$ cat src/piv_map.svh
// Constant map of the interrupt expansion unit: codes, flags and priorities.
`ifndef PIV_MAP_SVH
`define PIV_MAP_SVH

// Number of peripheral sources handled and core lines driven.
`define PIV_NSRC        16
`define PIV_NLINE       6
`define PIV_NFLAG       48

// Fixed entry vectors of the unarbitrated entries.
`define PIV_VEC_RESET   16'h0000
`define PIV_VEC_EMU     16'h0026
`define PIV_VEC_NMI     16'h0024
// Code returned when an acknowledge finds nothing pending.
`define PIV_VEC_PHANTOM 16'h0000

// Per-source tables, source 0 in the lowest slice. Source order:
// converter, pin a, pin b, sync serial, async rx, async tx, can mailbox,
// can error, timer a period/compare/underflow/overflow, timer c same.
// Flag position is register * 16 + bit.
`define PIV_POS_HI  {6'h27, 6'h26, 6'h25, 6'h24, 6'h0f, 6'h0e, 6'h0d, \
  6'h0c, 6'h08, 6'h07, 6'h06, 6'h05, 6'h04, 6'h03, 6'h02, 6'h01}
`define PIV_POS_LO  {6'h27, 6'h26, 6'h25, 6'h24, 6'h0f, 6'h0e, 6'h0d, \
  6'h0c, 6'h1b, 6'h1a, 6'h19, 6'h18, 6'h17, 6'h1e, 6'h1d, 6'h1c}
`define PIV_PRI_HI  {6'h1b, 6'h1a, 6'h19, 6'h18, 6'h14, 6'h13, 6'h12, \
  6'h11, 6'h0d, 6'h0c, 6'h0b, 6'h0a, 6'h09, 6'h08, 6'h07, 6'h06}
`define PIV_PRI_LO  {6'h1b, 6'h1a, 6'h19, 6'h18, 6'h14, 6'h13, 6'h12, \
  6'h11, 6'h2e, 6'h2d, 6'h2c, 6'h2b, 6'h2a, 6'h31, 6'h30, 6'h2f}
`define PIV_LINE_HI {3'h2, 3'h2, 3'h2, 3'h2, 3'h2, 3'h2, 3'h2, 3'h2, \
  3'h1, 3'h1, 3'h1, 3'h1, 3'h1, 3'h1, 3'h1, 3'h1}
`define PIV_LINE_LO {3'h2, 3'h2, 3'h2, 3'h2, 3'h2, 3'h2, 3'h2, 3'h2, \
  3'h5, 3'h5, 3'h5, 3'h5, 3'h5, 3'h6, 3'h6, 3'h5}
`define PIV_CODE    {16'h0032, 16'h0031, 16'h0030, 16'h002f, \
  16'h002a, 16'h0029, 16'h0028, 16'h0027, 16'h0041, 16'h0040, \
  16'h0007, 16'h0006, 16'h0005, 16'h0011, 16'h0001, 16'h0004}

`endif

$ cat src/piv_pkg.sv
// Types shared by the interrupt expansion unit.
package piv_pkg;

  // Registered state of the expansion unit, all but the reset synchroniser.
  typedef struct packed {
    logic [47:0] pend;     // Pending request flags, three 16-bit registers.
    logic [47:0] ack;      // Acknowledge flags, one pulse per acknowledge that finds a source.
    logic [15:0] code;     // Last source vector code handed to the core.
    logic        code_vld; // Code valid pulse.
    logic [5:0]  irq;      // Core line requests, line one in bit 0.
    logic        ent_req;  // Unarbitrated entry request pulse.
    logic [15:0] ent_vec;  // Vector of that entry.
  } piv_state_s;

endpackage

$ cat src/piv_top.sv
// Interrupt expansion unit: groups peripheral sources onto core lines.
`timescale 1ns/10ps
`include "piv_map.svh"

// How it works
// - reset entry: priority one, vector zero, unmaskable.
// - nonmaskable entry at 0024h, software only.
// - converter on line one, flag 0.1, code 0004h.
// - pins a/b on line one, flags 0.2/0.3.
// - sync serial on line one, flag 0.4.
// - async receiver on line one, flag 0.5.
// - async transmitter on line one, flag 0.6.
// - can mailbox on line one, flag 0.7.
// - can error on line one, flag 0.8.
// - timer a period: line two, flag 0.12.
// - timer a compare: line two, flag 0.13.
// - timer a underflow: line two, flag 0.14.
// - timer a overflow: line two, flag 0.15.
// - timer c period: line two, flag 2.4.
// - timer c compare: line two, flag 2.5.
// - timer c underflow: line two, flag 2.6.
// - timer c overflow: line two, flag 2.7.
// - absent peripherals never raise a request.
// - low mode moves the non-timer sources to register one, lines five/six.
// - sources grouped on lines one, two, five and six, unique codes.
// - source enable and core mask both gate.
module piv_top
  import piv_pkg::*;
#(
  // One bit per source; a zero marks a peripheral absent on this variant.
  parameter logic [15:0] PRESENT = 16'hffff
)(
  // Clock, reset and clock enable.
  input  wire logic        SYS_CLK,
  input  wire logic        NRST,
  input  wire logic        CE,
  // Source events and configuration.
  input  wire logic [15:0] SRC_IRQ,
  input  wire logic [15:0] SRC_EN,
  input  wire logic        LOW_PRI_MODE,
  input  wire logic [5:0]  CORE_MASK,
  // Unarbitrated entries.
  input  wire logic        WDOG_TIMEOUT,
  input  wire logic        EMU_TRAP,
  input  wire logic        SW_NMI,
  // Acknowledge from the core.
  input  wire logic        ACK_VALID,
  input  wire logic [2:0]  ACK_LINE,
  // Requests and status towards the core.
  output logic      [5:0]  CORE_IRQ,
  output logic      [15:0] VEC_CODE,
  output logic             VEC_VALID,
  output logic      [47:0] PENDING_FLAGS,
  output logic      [47:0] ACK_FLAGS,
  output logic             ENTRY_REQ,
  output logic      [15:0] ENTRY_VEC
);

  // Flattened lookup tables, one slice per source.
  localparam logic [95:0]  POS_HI  = `PIV_POS_HI;
  localparam logic [95:0]  POS_LO  = `PIV_POS_LO;
  localparam logic [95:0]  PRI_HI  = `PIV_PRI_HI;
  localparam logic [95:0]  PRI_LO  = `PIV_PRI_LO;
  localparam logic [47:0]  LINE_HI = `PIV_LINE_HI;
  localparam logic [47:0]  LINE_LO = `PIV_LINE_LO;
  localparam logic [255:0] CODES   = `PIV_CODE;

  logic       rst_meta_q;  // First reset synchroniser stage.
  logic       rst_n;       // Released reset used by all other logic.
  piv_state_s s_q;         // Registered state.
  piv_state_s s_d;         // Next state.
  logic [5:0] pos   [16];  // Flag position of each source in this mode.
  logic [5:0] pri   [16];  // Overall priority of each source.
  logic [2:0] line  [16];  // Core line number of each source.
  logic [15:0] act;        // Source flag pending and peripheral present.

  // Reset is released through two flops so that all state leaves reset
  // on the same edge; assertion stays asynchronous.
  always_ff @(posedge SYS_CLK or negedge NRST)
  begin
    if (!NRST)
    begin
      rst_meta_q <= 1'b0;
      rst_n      <= 1'b0;
    end
    else
    begin
      rst_meta_q <= 1'b1;
      rst_n      <= rst_meta_q;
    end
  end

  // Table lookup follows the priority mode; timers ignore the mode.
  always_comb
  begin
    for (int i = 0; i < 16; i++)
    begin
      if (LOW_PRI_MODE)
      begin
        pos[i]  = POS_LO[i*6 +: 6];
        pri[i]  = PRI_LO[i*6 +: 6];
        line[i] = LINE_LO[i*3 +: 3];
      end
      else
      begin
        pos[i]  = POS_HI[i*6 +: 6];
        pri[i]  = PRI_HI[i*6 +: 6];
        line[i] = LINE_HI[i*3 +: 3];
      end
      act[i] = s_q.pend[pos[i]] & PRESENT[i];
    end
  end

  // Next state: acknowledge arbitration, flag set and clear, line levels
  // and the unarbitrated entries.
  always_comb
  begin
    logic       found;
    logic [3:0] bi;
    logic [5:0] bp;
    found = 1'b0;
    bi    = 4'h0;
    bp    = 6'h3f;
    s_d          = s_q;
    s_d.ack      = '0;
    s_d.code_vld = 1'b0;
    s_d.ent_req  = 1'b0;
    // Pick the pending source of the acknowledged line with the lowest
    // priority number; table order is not trusted for this.
    for (int i = 0; i < 16; i++)
    begin
      if (act[i] && line[i] == ACK_LINE && (!found || pri[i] < bp))
      begin
        found = 1'b1;
        bi    = 4'(i);
        bp    = pri[i];
      end
    end
    if (ACK_VALID)
    begin
      s_d.code_vld = 1'b1;
      if (found)
      begin
        s_d.code          = CODES[bi*16 +: 16];
        s_d.pend[pos[bi]] = 1'b0;
        s_d.ack[pos[bi]]  = 1'b1;
      end
      else
      begin
        // Nothing left to serve: hand back the phantom code.
        s_d.code = `PIV_VEC_PHANTOM;
      end
    end
    // Setting follows the clear so a new event in the acknowledge cycle
    // is kept. Disabled events are dropped at the source.
    for (int i = 0; i < 16; i++)
    begin
      if (SRC_IRQ[i] && SRC_EN[i] && PRESENT[i])
      begin
        s_d.pend[pos[i]] = 1'b1;
      end
    end
    // A line stays up while its core mask bit is set and any present source of it remains pending.
    for (int l = 0; l < 6; l++)
    begin
      s_d.irq[l] = 1'b0;
      for (int i = 0; i < 16; i++)
      begin
        if (s_d.pend[pos[i]] && PRESENT[i] && line[i] == 3'(l + 1))
        begin
          s_d.irq[l] = CORE_MASK[l];
        end
      end
    end
    // Watchdog reset beats the emulator trap, which beats the software
    // nonmaskable entry; no hardware input reaches the latter.
    if (WDOG_TIMEOUT)
    begin
      s_d.ent_req = 1'b1;
      s_d.ent_vec = `PIV_VEC_RESET;
    end
    else if (EMU_TRAP)
    begin
      s_d.ent_req = 1'b1;
      s_d.ent_vec = `PIV_VEC_EMU;
    end
    else if (SW_NMI)
    begin
      s_d.ent_req = 1'b1;
      s_d.ent_vec = `PIV_VEC_NMI;
    end
  end

  // State register. After reset the reset entry is presented once.
  always_ff @(posedge SYS_CLK or negedge rst_n)
  begin
    if (!rst_n)
    begin
      s_q         <= '0;
      s_q.ent_req <= 1'b1;
      s_q.ent_vec <= `PIV_VEC_RESET;
    end
    else if (CE)
    begin
      s_q <= s_d;
    end
  end

  // Outputs come straight from the state flops.
  assign CORE_IRQ      = s_q.irq;
  assign VEC_CODE      = s_q.code;
  assign VEC_VALID     = s_q.code_vld;
  assign PENDING_FLAGS = s_q.pend;
  assign ACK_FLAGS     = s_q.ack;
  assign ENTRY_REQ     = s_q.ent_req;
  assign ENTRY_VEC     = s_q.ent_vec;

  // Checks on the registered behaviour. The |=> ones look one edge after
  // the event, because every output is a flop; the |-> ones check the same edge.
  reset_vec_a: assert property (
    @(posedge SYS_CLK) disable iff (!rst_n)
    CE && WDOG_TIMEOUT |=> ENTRY_REQ && ENTRY_VEC == 16'h0000)
    else $error("Watchdog reset did not present vector zero.");

  nmi_vec_a: assert property (
    @(posedge SYS_CLK) disable iff (!rst_n)
    CE && SW_NMI && !WDOG_TIMEOUT && !EMU_TRAP
    |=> ENTRY_REQ && ENTRY_VEC == 16'h0024)
    else $error("Software nonmaskable entry has wrong vector.");

  // A frozen clock enable keeps the pulse up, so that cycle is excused.
  nmi_source_a: assert property (
    @(posedge SYS_CLK) disable iff (!rst_n)
    ENTRY_REQ && ENTRY_VEC == 16'h0024 |-> $past(SW_NMI) || !$past(CE))
    else $error("Nonmaskable entry raised without software.");

  conv_flag_a: assert property (
    @(posedge SYS_CLK) disable iff (!rst_n)
    CE && !LOW_PRI_MODE && SRC_IRQ[0] && SRC_EN[0] && PRESENT[0]
    |=> PENDING_FLAGS[1])
    else $error("Converter event did not set flag 0.1.");

  pin_a_flag_a: assert property (
    @(posedge SYS_CLK) disable iff (!rst_n)
    CE && !LOW_PRI_MODE && SRC_IRQ[1] && SRC_EN[1] && PRESENT[1]
    |=> PENDING_FLAGS[2])
    else $error("Pin a event did not set flag 0.2.");

  pin_b_flag_a: assert property (
    @(posedge SYS_CLK) disable iff (!rst_n)
    CE && !LOW_PRI_MODE && SRC_IRQ[2] && SRC_EN[2] && PRESENT[2]
    |=> PENDING_FLAGS[3])
    else $error("Pin b event did not set flag 0.3.");

  sync_flag_a: assert property (
    @(posedge SYS_CLK) disable iff (!rst_n)
    CE && !LOW_PRI_MODE && SRC_IRQ[3] && SRC_EN[3] && PRESENT[3]
    |=> PENDING_FLAGS[4])
    else $error("Sync serial event did not set flag 0.4.");

  rx_flag_a: assert property (
    @(posedge SYS_CLK) disable iff (!rst_n)
    CE && !LOW_PRI_MODE && SRC_IRQ[4] && SRC_EN[4] && PRESENT[4]
    |=> PENDING_FLAGS[5])
    else $error("Async receive event did not set flag 0.5.");

  tx_flag_a: assert property (
    @(posedge SYS_CLK) disable iff (!rst_n)
    CE && !LOW_PRI_MODE && SRC_IRQ[5] && SRC_EN[5] && PRESENT[5]
    |=> PENDING_FLAGS[6])
    else $error("Async transmit event did not set flag 0.6.");

  mbox_flag_a: assert property (
    @(posedge SYS_CLK) disable iff (!rst_n)
    CE && !LOW_PRI_MODE && SRC_IRQ[6] && SRC_EN[6] && PRESENT[6]
    |=> PENDING_FLAGS[7])
    else $error("Mailbox event did not set flag 0.7.");

  err_flag_a: assert property (
    @(posedge SYS_CLK) disable iff (!rst_n)
    CE && !LOW_PRI_MODE && SRC_IRQ[7] && SRC_EN[7] && PRESENT[7]
    |=> PENDING_FLAGS[8])
    else $error("Bus error event did not set flag 0.8.");

  tmr_a_per_a: assert property (
    @(posedge SYS_CLK) disable iff (!rst_n)
    CE && SRC_IRQ[8] && SRC_EN[8] && PRESENT[8]
    |=> PENDING_FLAGS[12])
    else $error("Timer a period event did not set flag 0.12.");

  tmr_a_cmp_a: assert property (
    @(posedge SYS_CLK) disable iff (!rst_n)
    CE && SRC_IRQ[9] && SRC_EN[9] && PRESENT[9]
    |=> PENDING_FLAGS[13])
    else $error("Timer a compare event did not set flag 0.13.");

  tmr_a_under_a: assert property (
    @(posedge SYS_CLK) disable iff (!rst_n)
    CE && SRC_IRQ[10] && SRC_EN[10] && PRESENT[10]
    |=> PENDING_FLAGS[14])
    else $error("Timer a underflow event did not set flag 0.14.");

  tmr_a_over_a: assert property (
    @(posedge SYS_CLK) disable iff (!rst_n)
    CE && SRC_IRQ[11] && SRC_EN[11] && PRESENT[11]
    |=> PENDING_FLAGS[15])
    else $error("Timer a overflow event did not set flag 0.15.");

  tmr_c_flag_a: assert property (
    @(posedge SYS_CLK) disable iff (!rst_n)
    CE && SRC_IRQ[12] && SRC_EN[12] && PRESENT[12]
    |=> PENDING_FLAGS[36])
    else $error("Timer c period event did not set flag 2.4.");

  tmr_c_cmp_a: assert property (
    @(posedge SYS_CLK) disable iff (!rst_n)
    CE && SRC_IRQ[13] && SRC_EN[13] && PRESENT[13]
    |=> PENDING_FLAGS[37])
    else $error("Timer c compare event did not set flag 2.5.");

  tmr_c_under_a: assert property (
    @(posedge SYS_CLK) disable iff (!rst_n)
    CE && SRC_IRQ[14] && SRC_EN[14] && PRESENT[14]
    |=> PENDING_FLAGS[38])
    else $error("Timer c underflow event did not set flag 2.6.");

  tmr_c_over_a: assert property (
    @(posedge SYS_CLK) disable iff (!rst_n)
    CE && SRC_IRQ[15] && SRC_EN[15] && PRESENT[15]
    |=> PENDING_FLAGS[39])
    else $error("Timer c overflow event did not set flag 2.7.");

  low_mode_a: assert property (
    @(posedge SYS_CLK) disable iff (!rst_n)
    CE && LOW_PRI_MODE && SRC_IRQ[3] && SRC_EN[3] && PRESENT[3]
    |=> PENDING_FLAGS[23] && !$changed(PENDING_FLAGS[4]))
    else $error("Low mode serial event used the wrong flag.");

  low_line_a: assert property (
    @(posedge SYS_CLK) disable iff (!rst_n)
    CE && LOW_PRI_MODE && CORE_MASK[4] && SRC_IRQ[4] && SRC_EN[4]
    && PRESENT[4] |=> CORE_IRQ[4])
    else $error("Low mode receive event did not raise line five.");

  // Reset clears the flag and nothing may set it afterwards.
  absent_src_a: assert property (
    @(posedge SYS_CLK) disable iff (!rst_n)
    !PRESENT[8] |-> !PENDING_FLAGS[12])
    else $error("Absent timer source raised a flag.");

  mask_gate_a: assert property (
    @(posedge SYS_CLK) disable iff (!rst_n)
    CE && !CORE_MASK[1] |=> !CORE_IRQ[1])
    else $error("Masked core line two was raised.");

  ack_pick_a: assert property (
    @(posedge SYS_CLK) disable iff (!rst_n)
    CE && ACK_VALID && ACK_LINE == 3'h2 && act[8] && act[9]
    |=> VEC_VALID && VEC_CODE == 16'h0027 && ACK_FLAGS[12])
    else $error("Acknowledge did not take the highest priority source.");

  // The line level was built from the mask of the previous edge.
  line_hold_a: assert property (
    @(posedge SYS_CLK) disable iff (!rst_n)
    CE && $past(CE) && $past(CORE_MASK[1])
    && PENDING_FLAGS[15] && PRESENT[11] |-> CORE_IRQ[1])
    else $error("Line two dropped while a timer flag was pending.");

endmodule

$ cat config.mk
export PLATFORM = sky130hd
export DESIGN_NAME = piv_top
export DESIGN_NICKNAME = d
export VERILOG_FILES = /design/src/piv_pkg.sv /design/src/piv_top.sv
export VERILOG_INCLUDE_DIRS = /design/src /design/src/src
export SDC_FILE = /design/constraint.sdc
export NUM_CORES = 1
export LEC_CHECK = 0
export ABC_AREA = 0
export CELL_PAD_IN_SITES_DETAIL_PLACEMENT = 0
export CELL_PAD_IN_SITES_GLOBAL_PLACEMENT = 1
export CORE_MARGIN = 2
export CORE_UTILIZATION = 51
export DETAILED_ROUTE_END_ITERATION = 6
export DONT_BUFFER_PORTS = 1
export GPL_TIMING_DRIVEN = 1
export PLACE_DENSITY_LB_ADDON = 0.1
export SYNTH_ARGS = -nofsm -noshare
export SYNTH_HDL_FRONTEND = slang
export SYNTH_SLANG_ARGS = --single-unit
$ cat constraint.sdc
create_clock -name SYS_CLK -period 7.34 [get_ports SYS_CLK]
set_clock_uncertainty 0.2 [all_clocks]
set_input_delay 1.101 -clock SYS_CLK [delete_from_list [all_inputs] [get_ports SYS_CLK]]
set_output_delay 1.101 -clock SYS_CLK [all_outputs]
set_load 0.05 [all_outputs]
# Word level (Yosys, flattened, before mapping)

Cells that the tools add are included.

Flip-flop bits (word level): 138
Input bits: 49
Output and inout port bits: 136
Logic and storage cells: 402

Magnitude comparators: 34
Equal/unequal tests: 15
Shift-type cells: 1
Mux-type cells: 195
Bitwise gates (word level): 11
Reductions and logical operators: 137

Operators by type and width:

| operator                                                                       | count |
|---|---|
| 48-bit 2-to-1 mux                                                              | 8 |
| 48-bit OR                                                                      | 8 |
| 256-bit by 9-bit indexed part select with 16-bit output (first input constant) | 1 |
| 6-bit 2-to-1 mux                                                               | 25 |
| 113-bit 2-to-1 mux                                                             | 1 |
| 1-bit logical AND                                                              | 104 |
| 1-bit 2-to-1 mux                                                               | 98 |
| 1-bit binary-select mux with 6-bit select                                      | 16 |
| 96-bit 2-to-1 mux                                                              | 1 |
| 5-bit by 7-bit less-than comparator with 1-bit output (second input constant)  | 8 |
| 1-bit demux with 6-bit select                                                  | 9 |
| 17-bit 2-to-1 mux                                                              | 3 |
| 48-bit bitwise AND                                                             | 1 |
| 5-bit by 6-bit less-than comparator with 1-bit output (first input constant)   | 8 |
| 48-bit inverter                                                                | 1 |
| 6-bit less-than comparator                                                     | 7 |
| 5-bit by 1-bit >= comparator with 1-bit output (second input constant)         | 8 |
| 40-bit 2-to-1 mux                                                              | 1 |
| 5-bit 2-to-1 mux                                                               | 8 |
| 39-bit 2-to-1 mux                                                              | 1 |
| 38-bit 2-to-1 mux                                                              | 1 |
| 37-bit 2-to-1 mux                                                              | 1 |
| 16-bit 2-to-1 mux                                                              | 2 |
| 4-bit 2-to-1 mux                                                               | 8 |
| other kinds (19)                                                               | 64 |

# Depth between registers and ports, before layout

Word-level depth: 120
Mapped depth: 44
Mapped depth without buffers: 42

# Worst setup path before layout

Ideal clock, no wire load.

Kind: input -> register
Start point: in LOW_PRI_MODE
End point: reg s_q, in the netlist PENDING_FLAGS[12]
Arrival: 8.658 ns
Data required time: 7.018 ns
Setup slack: -1.640 ns
Stages: 41
Buffers on the path: 2
Cells stage by stage: buf_4 > and3_1 > o21ai_1 > nand2_1 > o21ai_0 > ha_1 > nor2_1 > o211ai_2 > a211oi_4 > nor2_1 > a21oi_1 > ha_1 > nand2_1 > a21oi_1 > o32ai_2 > and2_1 > a211oi_1 > ha_1 > [5 not listed] > nor2_1 > ha_1 > a21o_1 > a21oi_1 > ha_1 > a21boi_0 > o21ai_0 > nand2_1 > nand2_1 > a31oi_1 > inv_1 > ha_1 > and2_1 > mux2_2 > or3_1 > buf_4 > or3_1 > a32o_1

Longest elaborated chain between the ends: 101
Elaborated cells on any way between the ends: 227
Classes of those cells: order compare: 33; eq/ne: 2; mux: 119; bitwise: 11; reduce/logical: 62

RTL lines:

| item                                                                   | RTL line       | text |
|---|---|---|
| start: declaration                                                     | piv_top.sv:40  | `input wire logic LOW_PRI_MODE,` |
| 5-bit 2-to-1 mux                                                       | piv_top.sv:98  | `if (LOW_PRI_MODE)` |
| 1-bit binary-select mux with 6-bit select                              | piv_top.sv:110 | `act[i] = s_q.pend[pos[i]] & PRESENT[i];` |
| 1-bit 2-to-1 mux (implied by the code)                                 | piv_top.sv:110 |  |
| 1-bit logical AND                                                      | piv_top.sv:132 | `if (act[i] && line[i] == ACK_LINE && (!found \|\| pri[i] < bp))` |
| 6-bit 2-to-1 mux / 1-bit 2-to-1 mux (equally long branches)            | piv_top.sv:132 |  |
| 6-bit less-than comparator / 1-bit logical NOT (equally long branches) | piv_top.sv:132 |  |
| 1-bit logical OR                                                       | piv_top.sv:132 |  |
| 1-bit logical AND                                                      | piv_top.sv:132 |  |
| [85 not listed]                                                        | n/a            |  |
| 13-bit 2-to-1 mux *                                                    | piv_top.sv:158 | `if (SRC_IRQ[i] && SRC_EN[i] && PRESENT[i])` |
| 14-bit 2-to-1 mux *                                                    | piv_top.sv:158 |  |
| 15-bit 2-to-1 mux *                                                    | piv_top.sv:158 |  |
| 16-bit 2-to-1 mux *                                                    | piv_top.sv:158 |  |
| 37-bit 2-to-1 mux *                                                    | piv_top.sv:158 |  |
| 38-bit 2-to-1 mux *                                                    | piv_top.sv:158 |  |
| 39-bit 2-to-1 mux *                                                    | piv_top.sv:158 |  |
| 40-bit 2-to-1 mux *                                                    | piv_top.sv:158 |  |
| end: declaration                                                       | piv_top.sv:70  | `piv_state_s s_q;` |

Every way passes the cells marked *; elsewhere a longest branch is shown, timed or not. The select of a mux whose other input is x is not followed.
A chain may end at the register's enable or synchronous reset.

# Worst setup path after layout

Start point: in ACK_LINE[2]
End point: reg s_q, in the netlist CORE_IRQ[4]

Longest elaborated chain between the ends: 110
Elaborated cells on any way between the ends: 194
Classes of those cells: order compare: 17; eq/ne: 3; mux: 93; bitwise: 11; reduce/logical: 70

RTL lines:

| item                                                                   | RTL line       | text |
|---|---|---|
| start: declaration                                                     | piv_top.sv:48  | `input wire logic [2:0] ACK_LINE,` |
| 3-bit == test                                                          | piv_top.sv:132 |  |
| 1-bit logical AND                                                      | piv_top.sv:132 |  |
| 6-bit 2-to-1 mux / 1-bit 2-to-1 mux (equally long branches)            | piv_top.sv:132 |  |
| 6-bit less-than comparator / 1-bit logical NOT (equally long branches) | piv_top.sv:132 |  |
| 1-bit logical OR                                                       | piv_top.sv:132 |  |
| 1-bit logical AND                                                      | piv_top.sv:132 |  |
| 6-bit 2-to-1 mux / 1-bit 2-to-1 mux (equally long branches)            | piv_top.sv:132 |  |
| 6-bit less-than comparator / 1-bit logical NOT (equally long branches) | piv_top.sv:132 |  |
| [88 not listed]                                                        | n/a            |  |
| 38-bit 2-to-1 mux                                                      | piv_top.sv:158 |  |
| 39-bit 2-to-1 mux                                                      | piv_top.sv:158 |  |
| 40-bit 2-to-1 mux                                                      | piv_top.sv:158 |  |
| 1-bit binary-select mux with 6-bit select                              | piv_top.sv:169 | `if (s_d.pend[pos[i]] && PRESENT[i] && line[i] == 3'(l + 1))` |
| 1-bit 2-to-1 mux (implied by the code)                                 | piv_top.sv:169 |  |
| 1-bit logical AND                                                      | piv_top.sv:169 |  |
| 1-bit 2-to-1 mux (7 in series)                                         | piv_top.sv:169 |  |
| 1-bit 2-to-1 mux *                                                     | piv_top.sv:169 |  |

Marked as above.

==> results.yml <==
placement:
  routabilityCongestion: 0.8888
  io_buffers: 0
  dpl.cell_count: 905
  place_hpwl_um: 13970
yosys:
  synth_area_per_cell_um2: 9.215
  syn_inst: 680
  synth-edff-count: 0
  synthArstFlopShare_pct: 100.0
  synth_warnings: 0
  syn_area_um2: 6266
  synth_top_area_share_pct: 44.73
  ys.flop_type: "dfrtp_1"
  synth_area_leaders: "dfrtp_1, o21ai_0, nand2_1"
  synth_seq_area_share_pct: 45.15
  yosysTopAreaCell: "dfrtp_1"
  synth_seq_cells: 113
  synth_cell_types: 81
power:
  p_comb_share_pct: 30.5
  power_switching_mw: 0.8622
  p_leak_nw: 3.902
  clock_power_share_pct: 36.2
  p_sw_share_pct: 35.59
  power_mw: 2.423
  power_density_nw_per_um2: 276.6
  seqPwrFrac_pct: 33.4
  irDropWorstVdd_mv: 0.2001
  p_int_mw: 1.560
drt:
  first_pass_iters: 5
  drt_iter0_drc: 532
  wl_per_cell_um: 20.67
  final_antenna_net_count: 0
  vias_per_cell: 5.941
  drc: 0
  wirelength_um: 20240
  vias: 5816
timing:
  finalHoldViolCount: 0
  period_share_pct: 105.2
  rsz0062_at_grt: "yes"
  worst_slack_ns: -0.3792
  tightest_slew_ns: 1.045
  finalSetupViolations: 68
  max-slew-margin-rel_pct: 30.34
  layout_min_cycle_time_ns: 7.719
  tns_ns: -8.715
  slew_violations: 0
  max_freq_ghz: 0.1295
cts:
  cts_max_level: 4
  cts_buffer_depth: 2
  cts_root_buf: "clkbuf_16"
  clkSinkCount: 113
  clk_latency_ns: 0.42
  cts_tree: "yes"
  clk_pin_slew_ns: 0.05
  cts_inserted_buffers: 17
  cts_hold_buf: 0
setup_path:
  regToRegStartpoint: "PENDING_FLAGS[29]"
  worstPathArrival_ns: 7.76
  crit_slowest_cell: "or3_4"
  crit_fanout: 11
  start_kind: "input pin"
  criticalPathCategory: "input pin to flip-flop"
  endpoint_kind: "flip-flop"
  critPathLaunch: "ACK_LINE[2]"
  r2r_cells: 40
  required_ns: 7.38
  worst_path_most_repeated_cell: "ha_4"
  cpPeakStageDelay_ns: 0.44
layout:
  mostFrequentLayoutCells: "buf_4, dfrtp_1, nand2_1"
  areaGrowthSynthToFinish_pct: 39.78
  drive_gt1_share_pct: 40.38
  fillers: 865
  finish.utilization_pct: 72.92
  num_antenna_cells: 0
  finalNonFillerCells: 979
  final_common_cell: "buf_4"
  nNetsFinal: 885
global_routing:
  antenna_found_initial: 0
  grt_pass1_vias: 5986
  grt-ovfl-total: 0
  grt_first_pass_wirelength_um: 31730
  grt_usage_pct: 31.14
  grt_max_degree: 86
status:
  violations: "setup timing"
  status: "finished, violations left"
die:
  die_w_um: 114.8
  coreArea_um2: 12010
  start_util_pct: 52.17
  ioPinCount: 185
  die_h_um: 114.8
  placement_rows: 40
  die_area_um2: 13190
run:
  cap_viol_max_count: 0
hold_path:
  hold_class: "flip-flop to async pin"
-- Yosys cell counts (5+ instances only) --
cell type,n
a21o_1,5
o31ai_1,5
nand4_1,5
o21ai_0,67
clkbuf_1,24
nor2b_1,17
a21oi_1,15
a221oi_1,6
nor4_1,6
nand2_1,74
a31oi_1,11
inv_1,54
o2bb2ai_1,7
a22o_1,5
and2_1,14
buf_4,27
nand3_1,22
nand2b_1,11
and3_1,5
or3_1,6
o21ai_1,8
o22ai_1,16
dfrtp_1,112
ha_1,17
nor2_1,34
nor3_1,13
-- per-layer routing --
metal / up-vias / track usage [%] / part of all wire (%) / routed length (um)
met1: 2859 / 40.24 / 41 / 8386
met3: 55 / 9.172 / 7.6 / 1532
met2: 242 / 48.98 / 48 / 9678
met5: - / 0 / 0 / 0
met4: 0 / 13.49 / 3.2 / 641
li1: 2660 / - / - / -
-- metrics by stage --
| step | hold slack [ns] | instance area (um^2) | setup WS [ns] |
|---|---|---|---|
| floorplan | 0.1312 | 6477 | -1.023 |
| CTS | 0.04676 | 8531 | -0.3507 |
| finish | 0.03259 | 8758 | -0.3792 |
| detailed placement | 0.04018 | 7182 | -0.9919 |
| global route | 0.07068 | 8758 | -0.7137 |
| global placement | 0.03464 | 7182 | -0.8427 |
-- worst max-delay path, delay by kind of cell --
family | cells | cell delay [ns]
AO/OA/AOI/OAI | 18 | 2.67
buffers and inverters | 3 | 0.30
adder cells (fa/ha/maj) | 6 | 1.30
AND/OR/NAND/NOR | 13 | 2.03
multiplexers | 1 | 0.30
-- final timing paths --
path | to | slack, ns
worst min-delay path | ACK_FLAGS[34] | 0.03
worst min register to register | ACK_FLAGS[34] | 0.03
worst max register to register | CORE_IRQ[4] | 0
max in group asynchronous | PENDING_FLAGS[6] | 5.53
worst max-delay path | CORE_IRQ[4] | -0.38
min in group SYS_CLK | rst_n | 0.16
-- layout make-up --
cell class              count  area, um^2  share of cell area [%]
multi-input cells         476        3627                   41.41
flip-flops and latches    113        2833                   32.34
repair buffers            156        1274                   14.54
clock buffers              17       425.4                   4.857
inverters                  55       209.0                   2.386
clock inverters            15       206.4                   2.357
well taps                 147       183.9                   2.100
-- cells by family (layout without fill, tap and decap cells) --
logic type | Yosys count | count (layout) | synth area share [%]
AND/OR/NAND/NOR | 224 | 224 | 18.15
AO/OA/AOI/OAI | 204 | 204 | 23.32
buffers and inverters | 114 | 243 | 8.846
flip-flops | 113 | 113 | 45.15
adder cells (fa/ha/maj) | 17 | 17 | 3.395
multiplexers | 6 | 6 | 1.018
other | 2 | 25 | 0.1199
-- power groups by stage --
stage / Sequential, mW / Clock (mW) / Combinational [mW]
3_5_place_dp: 0.817 / 0 / 0.569
5_1_grt: 0.814 / 0.910 / 0.782
2_1_floorplan: 0.851 / 0 / 0.315
4_1_cts: 0.808 / 0.885 / 0.684
6_report: 0.809 / 0.876 / 0.738
3_3_place_gp: 0.817 / 0 / 0.562
-- sequential cells by signal, summed over array words and instances, names as in the netlist --
signal / flops
ACK_FLAGS: 48
PENDING_FLAGS: 48
VEC_CODE: 7
CORE_IRQ: 4
ENTRY_VEC: 2
ENTRY_REQ: 1
VEC_VALID: 1
rst_meta_q: 1
rst_n: 1
-- timing repair --
item | 4_1_cts | 5_1_grt
setup endpoints to repair | 73 | 79
buffers inserted | 34 | 13
gates resized for setup | 140 | 33
pin swaps | 42 | 12
cloned | 0 | 0
(Power assumes the default switching activity.)
